$ cat config.mk
export PLATFORM = sky130hd
export DESIGN_NAME = omr_regs
export DESIGN_NICKNAME = d
export VERILOG_FILES = /design/src/hdl/omr_write_gate.v /design/src/hdl/omr_regs.v
export VERILOG_INCLUDE_DIRS = /design/src /design/src/hdl
export SDC_FILE = /design/constraint.sdc
export NUM_CORES = 1
export LEC_CHECK = 0
export ABC_AREA = 1
export BUFFER_PORTS_ARGS = -buffer_cell sky130_fd_sc_hd__buf_2
export CAP_MARGIN = 20
export CORE_MARGIN = 3
export CORE_UTILIZATION = 47
export DETAILED_ROUTE_END_ITERATION = 7
export PLACE_DENSITY = 0.9
export RECOVER_POWER = 50
export SETUP_SLACK_MARGIN = 0.02
export SLEW_MARGIN = 20
export SYNTH_ARGS = -nofsm -noshare
export SYNTH_HDL_FRONTEND = slang
export SYNTH_SLANG_ARGS = --single-unit
$ cat constraint.sdc
create_clock -name mclk -period 2.1 [get_ports mclk]
set_input_delay 0.42 -clock mclk [delete_from_list [all_inputs] [get_ports mclk]]
set_output_delay 0.42 -clock mclk [all_outputs]
set_load 0.01 [all_outputs]
$ cat src/hdl/omr_consts.vh
// constants for the operating-mode control register block
`ifndef OMR_CONSTS_VH
`define OMR_CONSTS_VH
`define OMR_ADDR_OFFSET   12'h02C
`define OMR_INDEX         8'h0B
`define OMR_MODE_HI       7
`define OMR_MODE_LO       5
`define OMR_VIS_BIT       3
`define OMR_EMK_BIT       1
`define OMR_EME_BIT       0
`define OMR_M_SSC         3'h0
`define OMR_M_EMN         3'h1
`define OMR_M_STEST       3'h2
`define OMR_M_EMW         3'h3
`define OMR_M_NSC         3'h4
`define OMR_M_NXN         3'h5
`define OMR_M_SPER        3'h6
`define OMR_M_NXW         3'h7
`define OMR_RESP_OKAY     2'h0
`define OMR_RESP_SLVERR   2'h2
`endif

$ cat src/hdl/omr_write_gate.v
// per-bit write permission for the operating-mode control register
`include "omr_consts.vh"
module omr_write_gate (
    // current state
    input  wire [2:0] mode_field,
    input  wire       secure_mode,
    input  wire       mode_once_left,
    input  wire       vis_once_left,
    input  wire       emk_once_left,
    // requested values
    input  wire [2:0] wr_mode,
    // permissions
    output reg        mode_hi_ok,
    output reg        mode_lo_ok,
    output reg        vis_ok,
    output reg        emk_ok,
    output reg        eme_ok
);
    wire special = (mode_field == `OMR_M_SSC) || (mode_field == `OMR_M_STEST);
    wire emul    = (mode_field == `OMR_M_EMN) || (mode_field == `OMR_M_EMW);
    wire normal  = !special && !emul && (mode_field != `OMR_M_SPER);
    always @* begin
        mode_hi_ok = 1'b0;
        mode_lo_ok = 1'b0;
        if (secure_mode) begin
            mode_hi_ok = 1'b0;
        end else if (mode_field[0]) begin
            mode_hi_ok = 1'b0;
        end else if (special) begin
            mode_hi_ok = (wr_mode != `OMR_M_SPER);
            mode_lo_ok = mode_hi_ok;
        end else if (mode_field == `OMR_M_NSC) begin
            mode_lo_ok = mode_once_left && wr_mode[0];
        end
        vis_ok = special || (normal && vis_once_left);
        emk_ok = special || (normal && emk_once_left);
        eme_ok = special;
    end
endmodule

$ cat src/hdl/omr_regs.v
// operating-mode control register with axi4-lite slave and map decode
//
// The AXI4-Lite interface to the registers was decided locally.
`include "omr_consts.vh"
module omr_regs #(
    parameter ADDR_W = 12
) (
    // clock and reset
    input  wire              mclk,
    input  wire              rst,
    // mode straps and security
    input  wire [2:0]        reset_mode,
    input  wire              secure_mode,
    // axi4-lite write address
    input  wire [ADDR_W-1:0] s_axi_awaddr,
    input  wire              s_axi_awvalid,
    output wire              s_axi_awready,
    // axi4-lite write data
    input  wire [31:0]       s_axi_wdata,
    input  wire [3:0]        s_axi_wstrb,
    input  wire              s_axi_wvalid,
    output wire              s_axi_wready,
    // axi4-lite write response
    output reg  [1:0]        s_axi_bresp,
    output reg               s_axi_bvalid,
    input  wire              s_axi_bready,
    // axi4-lite read address
    input  wire [ADDR_W-1:0] s_axi_araddr,
    input  wire              s_axi_arvalid,
    output wire              s_axi_arready,
    // axi4-lite read data
    output reg  [31:0]       s_axi_rdata,
    output reg  [1:0]        s_axi_rresp,
    output reg               s_axi_rvalid,
    input  wire              s_axi_rready,
    // configuration outputs
    output wire [2:0]        mode_field,
    output wire              internal_visibility_en,
    output wire              port_k_emulation_en,
    output wire              port_e_emulation_en,
    output reg               port_k_mapped,
    output reg               port_e_mapped,
    output reg               mode_reg_mapped,
    output wire              ext_echo_access,
    output reg               ext_visible_access
);
    reg [2:0]  mode_reg;
    reg        vis_reg;
    reg        emk_reg;
    reg        eme_reg;
    reg        mode_once_reg;
    reg        vis_once_reg;
    reg        emk_once_reg;
    reg        strap_pend_reg;
    reg        aw_hold_reg;
    reg        w_hold_reg;
    reg [ADDR_W-1:0] aw_addr_reg;
    reg [31:0] w_data_reg;
    reg [3:0]  w_strb_reg;
    reg        echo_reg;
    reg [2:0]  strap_meta_reg;
    reg [2:0]  strap_sync_reg;

    localparam [ADDR_W-1:0] REG_BYTE_ADDR = `OMR_ADDR_OFFSET;

    // mode straps come from pins: two flops before the strap capture reads them
    always @(posedge mclk) begin
        strap_meta_reg <= reset_mode;
        strap_sync_reg <= strap_meta_reg;
    end

    assign mode_field             = mode_reg;
    assign internal_visibility_en = vis_reg;
    assign port_k_emulation_en    = emk_reg;
    assign port_e_emulation_en    = eme_reg;
    assign ext_echo_access        = echo_reg;

    function is_expanded;
        input [2:0] m;
        begin
            is_expanded = m[0];
        end
    endfunction
    function is_emul;
        input [2:0] m;
        begin
            is_emul = (m == `OMR_M_EMN) || (m == `OMR_M_EMW);
        end
    endfunction
    function is_special;
        input [2:0] m;
        begin
            is_special = (m == `OMR_M_SSC) || (m == `OMR_M_STEST);
        end
    endfunction

    // map decode
    always @* begin
        mode_reg_mapped = !is_expanded(mode_reg) && (mode_reg != `OMR_M_SPER);
        if (mode_reg == `OMR_M_SPER)
            port_k_mapped = 1'b0;
        else if (is_expanded(mode_reg))
            port_k_mapped = !emk_reg;
        else
            port_k_mapped = 1'b1;
        if (is_expanded(mode_reg) || (mode_reg == `OMR_M_SPER))
            port_e_mapped = !eme_reg;
        else
            port_e_mapped = 1'b1;
    end

    wire [2:0] wr_mode = w_data_reg[`OMR_MODE_HI:`OMR_MODE_LO];
    wire mode_hi_ok;
    wire mode_lo_ok;
    wire vis_ok;
    wire emk_ok;
    wire eme_ok;

    omr_write_gate u_gate (
        .mode_field     (mode_reg),
        .secure_mode    (secure_mode),
        .mode_once_left (mode_once_reg),
        .vis_once_left  (vis_once_reg),
        .emk_once_left  (emk_once_reg),
        .wr_mode        (wr_mode),
        .mode_hi_ok     (mode_hi_ok),
        .mode_lo_ok     (mode_lo_ok),
        .vis_ok         (vis_ok),
        .emk_ok         (emk_ok),
        .eme_ok         (eme_ok)
    );

    // write channel: address and data taken in either order
    assign s_axi_awready = !aw_hold_reg && !s_axi_bvalid;
    assign s_axi_wready  = !w_hold_reg && !s_axi_bvalid;
    wire wr_go   = aw_hold_reg && w_hold_reg && !s_axi_bvalid;
    wire wr_hit  = (aw_addr_reg[ADDR_W-1:2] == REG_BYTE_ADDR[ADDR_W-1:2]);
    wire wr_here = wr_go && wr_hit && mode_reg_mapped && w_strb_reg[0];

    always @(posedge mclk) begin
        if (rst) begin
            aw_hold_reg  <= 1'b0;
            w_hold_reg   <= 1'b0;
            aw_addr_reg  <= {ADDR_W{1'b0}};
            w_data_reg   <= 32'h0000_0000;
            w_strb_reg   <= 4'h0;
            s_axi_bvalid <= 1'b0;
            s_axi_bresp  <= `OMR_RESP_OKAY;
        end else begin
            if (s_axi_awvalid && s_axi_awready) begin
                aw_hold_reg <= 1'b1;
                aw_addr_reg <= s_axi_awaddr;
            end
            if (s_axi_wvalid && s_axi_wready) begin
                w_hold_reg <= 1'b1;
                w_data_reg <= s_axi_wdata;
                w_strb_reg <= s_axi_wstrb;
            end
            if (wr_go) begin
                aw_hold_reg  <= 1'b0;
                w_hold_reg   <= 1'b0;
                s_axi_bvalid <= 1'b1;
                s_axi_bresp  <= (wr_hit && mode_reg_mapped) ? `OMR_RESP_OKAY : `OMR_RESP_SLVERR;
            end else if (s_axi_bvalid && s_axi_bready) begin
                s_axi_bvalid <= 1'b0;
            end
        end
    end

    // register contents; strap captured on the first clock after reset release
    always @(posedge mclk) begin
        if (rst) begin
            mode_reg       <= `OMR_M_SSC;
            vis_reg        <= 1'b0;
            emk_reg        <= 1'b0;
            eme_reg        <= 1'b0;
            mode_once_reg  <= 1'b0;
            vis_once_reg   <= 1'b0;
            emk_once_reg   <= 1'b0;
            strap_pend_reg <= 1'b1;
        end else if (strap_pend_reg) begin
            strap_pend_reg <= 1'b0;
            mode_reg       <= strap_sync_reg;
            vis_reg        <= is_emul(strap_sync_reg) || (strap_sync_reg == `OMR_M_STEST);
            emk_reg        <= is_emul(strap_sync_reg);
            eme_reg        <= is_emul(strap_sync_reg);
            mode_once_reg  <= (strap_sync_reg == `OMR_M_NSC);
            vis_once_reg   <= 1'b1;
            emk_once_reg   <= 1'b1;
        end else if (wr_here) begin
            // values take effect at the edge after the write cycle
            if (mode_hi_ok)
                mode_reg[2] <= wr_mode[2];
            if (mode_lo_ok) begin
                mode_reg[1:0] <= wr_mode[1:0];
                if (!mode_hi_ok)
                    mode_once_reg <= 1'b0;
            end
            if (mode_hi_ok && mode_lo_ok)
                mode_once_reg <= (wr_mode == `OMR_M_NSC);
            if (vis_ok) begin
                vis_reg <= w_data_reg[`OMR_VIS_BIT];
                if (!is_special(mode_reg))
                    vis_once_reg <= 1'b0;
            end
            if (emk_ok) begin
                emk_reg <= w_data_reg[`OMR_EMK_BIT];
                if (!is_special(mode_reg))
                    emk_once_reg <= 1'b0;
            end
            if (eme_ok)
                eme_reg <= w_data_reg[`OMR_EME_BIT];
        end
    end

    // read channel
    assign s_axi_arready = !s_axi_rvalid;
    wire rd_hit = (s_axi_araddr[ADDR_W-1:2] == REG_BYTE_ADDR[ADDR_W-1:2]);
    always @(posedge mclk) begin
        if (rst) begin
            s_axi_rvalid <= 1'b0;
            s_axi_rdata  <= 32'h0000_0000;
            s_axi_rresp  <= `OMR_RESP_OKAY;
        end else if (s_axi_arvalid && s_axi_arready) begin
            s_axi_rvalid <= 1'b1;
            if (rd_hit && mode_reg_mapped) begin
                s_axi_rresp <= `OMR_RESP_OKAY;
                s_axi_rdata <= {24'h00_0000, mode_reg, 1'b0, vis_reg, 1'b0, emk_reg, eme_reg};
            end else begin
                s_axi_rresp <= `OMR_RESP_SLVERR;
                s_axi_rdata <= 32'h0000_0000;
            end
        end else if (s_axi_rvalid && s_axi_rready) begin
            s_axi_rvalid <= 1'b0;
        end
    end

    // external bus cycle indications
    always @(posedge mclk) begin
        if (rst) begin
            echo_reg           <= 1'b0;
            ext_visible_access <= 1'b0;
        end else begin
            echo_reg <= (wr_go && wr_hit && !mode_reg_mapped) ||
                        (s_axi_arvalid && s_axi_arready && rd_hit && !mode_reg_mapped);
            ext_visible_access <= vis_reg && (wr_go || (s_axi_arvalid && s_axi_arready));
        end
    end
endmodule

Word level (Yosys, flattened, before mapping)

Index checks and enable logic that the tools add are counted.

Eq/ne operators: 16
Mux-type cells: 43
Reductions and logical operators: 63

Operators by type and width:

| cell                                                   | number |
|---|---|
| two-way mux 1 bit                                      | 37 |
| logical AND 1 bit                                      | 25 |
| equality test 10 x 4 -> 1 bit (second input constant)  | 2 |
| nonzero test 2 bit                                     | 8 |
| equality test 3 x 2 -> 1 bit (second input constant)   | 4 |
| equality test 3 bit (second input constant)            | 4 |
| logical NOT 1 bit                                      | 10 |
| AND reduction 2 bit                                    | 5 |
| logical OR 1 bit                                       | 9 |
| AND reduction 3 bit                                    | 3 |
| two-way mux 8 bit                                      | 1 |
| equality test 3 x 1 -> 1 bit (second input constant)   | 2 |
| two-way mux 2 bit                                      | 3 |
| two-way mux 3 bit                                      | 2 |
| inequality test 3 bit (second input constant)          | 2 |
| logical NOT 3 bit                                      | 1 |
| inequality test 3 x 2 -> 1 bit (second input constant) | 1 |
| nonzero test 3 bit                                     | 1 |
| inequality test 2 bit (second input constant)          | 1 |
| OR reduction 2 bit                                     | 1 |

Register bits after elaboration: 79
Output and inout port bits: 52
Word-level logic and storage cells: 145

Depth between registers and ports, before layout

Depth after elaboration: 10
Mapped depth: 10

Cells and area by module

A second synthesis with hierarchy kept.

Cell total of the unflattened synthesis: 287
Area, all modules: 2168.3 um^2

Modules (own cells, without submodules):

| module         | instances | cells an instance | area an instance (um^2) | seq. area each (um^2) |
|---|---|---|---|---|
| omr_regs       | 1         | 270               | 2083.2                  | 940.9 |
| omr_write_gate | 1         | 17                | 85.1                    | 0.0 |

Worst setup path after synthesis

No wires, ideal clock.

Path kind: register to output
Start: register mode_reg[2], in the netlist mode_field[2]
End: output port port_k_mapped
Data arrival time: 0.919 ns
Data required time: 1.680 ns
Path slack: 0.761 ns
Cell stages (with the launch flop): 4
Path buffers: 0
Path through: dfxtp_1 -> a21oi_4 -> inv_1 -> o21ai_0

Longest elaborated chain between the ends: 2

RTL lines:

| item                          | line           | source |
|---|---|---|
| start, declared               | omr_regs.v:47  | `reg [2:0] mode_reg;` |
| start signal, assigned        | omr_regs.v:173 | `` mode_reg <= `OMR_M_SSC; `` |
| start signal, assigned        | omr_regs.v:183 | `mode_reg <= strap_sync_reg;` |
| start signal, assigned        | omr_regs.v:193 | `mode_reg[2] <= wr_mode[2];` |
| equality test 3 bit (no line) | --             |  |
| two-way mux 1 bit             | omr_regs.v:100 | `` if (mode_reg == `OMR_M_SPER) `` |
| end, declared                 | omr_regs.v:41  | `output reg port_k_mapped,` |

No other way between the ends.

Final worst setup path

Ends and elaborated chain as after synthesis.

==> metrics.md <==
| Metric | Value |
|---|---|
| Status | `complete, no violations` |
| Period minus WS final | `1.85 ns` |
| Setup bufs post-CTS | `0` |
| Sequential fraction of the synthesis area | `0.443` |
| Crit Path Class | `reg -> out` |
| Via count | `1,858` |
| Combinational Power Share | `0.152` |
| Cts repair resizes | `0` |
| Worst-path clk slew | `0.08 ns` |
| Antenna Cells | `0` |
| Final setup margin | `0.250 ns` |
| Avg Cell Area, Syn | `7.42 sq um` |
| Sw Pwr | `524 uW` |
| Clk sink count | `47` |
| Final setup violation count | `0` |
| Drt pass-1 iters | `4` |
| Largest net degree at the start of global routing | `26` |
| CTS tree | `built` |
| Crit path launch type | `flip-flop` |
| Tcrit/Tclk final | `0.881` |
| Synth Warn # | `0` |
| DRT iter0 DRCs | `57` |
| Clock power frac | `0.340` |
| Share of power burned in registers | `0.508` |
| Post-DP HPWL | `3.32 mm` |
| Count of different cell masters after synthesis | `29` |
| WP data arrival | `1.43 ns` |
| Setup TNS | `0 ns` |
| Vias/cell | `4.66` |
| Yosys top cell by area | `dfxtp_1` |
| RSZ-0062 raised after global routing | `no` |
| Synth top area share | `0.443` |
| First-pass GRT wire length | `7.07 mm` |
| Core area | `0.00417 sq mm` |
| Clock latency on the worst-skew pair | `0.30 ns` |
| Final Hold Viols | `0` |
| CTS H-tree lvls | `2` |
| Final antenna-violating net count | `0` |
| Int Pwr | `1450 uW` |
| Cells after Synth | `286` |
| Max-Cap Viols | `0` |
| Number of I/O pins | `123` |
| Placed Area | `0.00234 sq mm` |
| Critical Path Sink Type | `primary output` |
| Nets | `419` |
| CTS buffer count | `5` |
| Fraction of layout cells with a size suffix above 1 | `0.198` |
| Pwr/cell area | `807 mW/mm^2` |
| Final RePlAce weighted congestion | `0.831` |
| Initial antenna violation count | `0` |
| Final hold slack | `0.225 ns` |
| Max-slew violations | `0` |
| I/O Buffers | `61` |
| Synth top area cells | `dfxtp_1, nor2_1, buf_4, nand2_1, o21ai_0` |
| Die height | `73.2 um` |
| Die X | `73.2 um` |
| Final Skew | `0.00583 ns` |
| Vias in the first global route | `1,700` |
| Routed len/inst | `10.7 um` |
| Rows | `23` |
| Fill count | `397` |
| # hold bufs at CTS | `0` |
| Synthesized cell area | `0.00212 sq mm` |
| VDD IR max | `0.872 mV` |
| Largest register FFs | `10` |
| Drt drc | `0` |
| Leakage | `0.00117 uW` |
| Post-Layout Cell Count | `399` |
| Layout area overhead | `15.1%` |
| Worst slew margin | `0.644` |
| Total gr overflow | `0` |
| Place WS | `0.565 ns` |
| WL final | `4.29 mm` |
| CP required | `1.68 ns` |
| Overall global routing resource usage | `0.167` |
| Worst hold-check path type | `in -> reg` |
| Placed cell count | `391` |
| Die area | `0.00536 sq mm` |
| Initial Utilization | `0.509` |
| Clk buf depth | `2` |
| Sw Share | `0.266` |
| Worst-path fanout max | `8` |
| Max Freq | `540 MHz` |
| CTS root buf | `clkbuf_8` |
| Final instance area | `0.00244 sq mm` |
| Worst-Margin Slew | `0.534 ns` |
| Register bit total from synthesis | `47` |
==> Yosys cell counts <==
master / count
a211oi_1: 1
a21oi_1: 13
a21oi_4: 1
buf_2: 3
buf_4: 28
buf_6: 1
clkbuf_1: 1
clkbuf_8: 1
conb_1: 1
dfxtp_1: 47
inv_1: 26
inv_2: 1
nand2_1: 47
nand2_2: 5
nand2_4: 1
nand3_1: 7
nand3_4: 1
nand4_1: 1
nand4_2: 1
nor2_1: 60
nor2_4: 2
nor3_1: 5
nor3b_1: 1
o211ai_1: 1
o21a_1: 1
o21ai_0: 25
o21ai_1: 2
or2_1: 1
or2_2: 1
==> through the flow <==
step           total power [uW]  utilization
3_3_place_gp               1310        0.562
2_1_floorplan              1260            -
6_report                   1970        0.585
5_1_grt                    2080        0.585
4_1_cts                    1990        0.590
3_5_place_dp               1320        0.562
==> cell families after synthesis <==
kind of cell           Yosys count  synth area share
AO/OA/AOI/OAI                   44             0.113
buffers and inverters           61             0.167
flip-flops                      47             0.443
other                            1           0.00177
AND/OR/NAND/NOR                133             0.275
==> worst max-delay path, cell delays in order, from the launching register on <==
cell and delay, ns:
dfxtp_1 0.54, a21oi_4 0.14, inv_1 0.19, o21ai_0 0.11, buf_2 0.15
==> power groups by stage <==
stage	logic (uW)	registers (uW)	clock network, uW
2_1_floorplan	243	1020	0
3_3_place_gp	292	1020	0
3_5_place_dp	300	1020	0
4_1_cts	303	1000	686
5_1_grt	346	1010	722
6_report	299	1000	671
==> final timing paths <==
check                         start                 to  slack, ns  cells past startpoint
setup / recovery      mode_field[2]      port_k_mapped       0.25                      4
hold / removal        reset_mode[0]  strap_meta_reg[0]       0.22                      1
setup reg to reg      mode_field[2]       emk_once_reg       0.72                      6
hold reg to reg   strap_meta_reg[0]  strap_sync_reg[0]       0.33                      0
==> cells in the final DEF, fill, tap and decap left out <==
cell type	netlist	final
nor2_1	60	60
nand2_1	47	47
dfxtp_1	47	47
buf_2	3	47
conb_1	1	28
inv_1	26	26
o21ai_0	25	25
clkbuf_1	1	14
a21oi_1	13	13
nand3_1	7	7
clkbuf_8	1	6
nor3_1	5	5
nand2_2	5	5
nor2_4	2	2
o21ai_1	2	2
a21oi_4	1	1
nand3_4	1	1
nand4_2	1	1
inv_2	1	1
nand2_4	1	1
nand4_1	1	1
o21a_1	1	1
or2_1	1	1
nor3b_1	1	1
a211oi_1	1	1
o211ai_1	1	1
or2_2	1	1
bufinv_16	0	1
clkinv_2	0	1
clkbuf_2	0	1
==> metal layers <==
metal | up-vias | global-route usage | wire length, um
met1 | 827 | 0.189 | 1800
met3 | 5 | 0.0399 | 348
li1 | 958 | - | -
met2 | 68 | 0.304 | 2100
met4 | 0 | 0.0533 | 38
met5 | - | 0 | 0
==> cell type report <==
class                           instances  area [sq um]  share of cell area
Sequential cell                        47           941               0.385
Timing Repair Buffer                   62           293               0.120
Multi-Input combinational cell        205           927               0.380
Clock buffer                            6          82.6              0.0338
Tap cell                               50          62.6              0.0256
Inverter                               27           101              0.0415
Clock inverter                          2          35.0              0.0143
(Power assumes the default switching activity.)
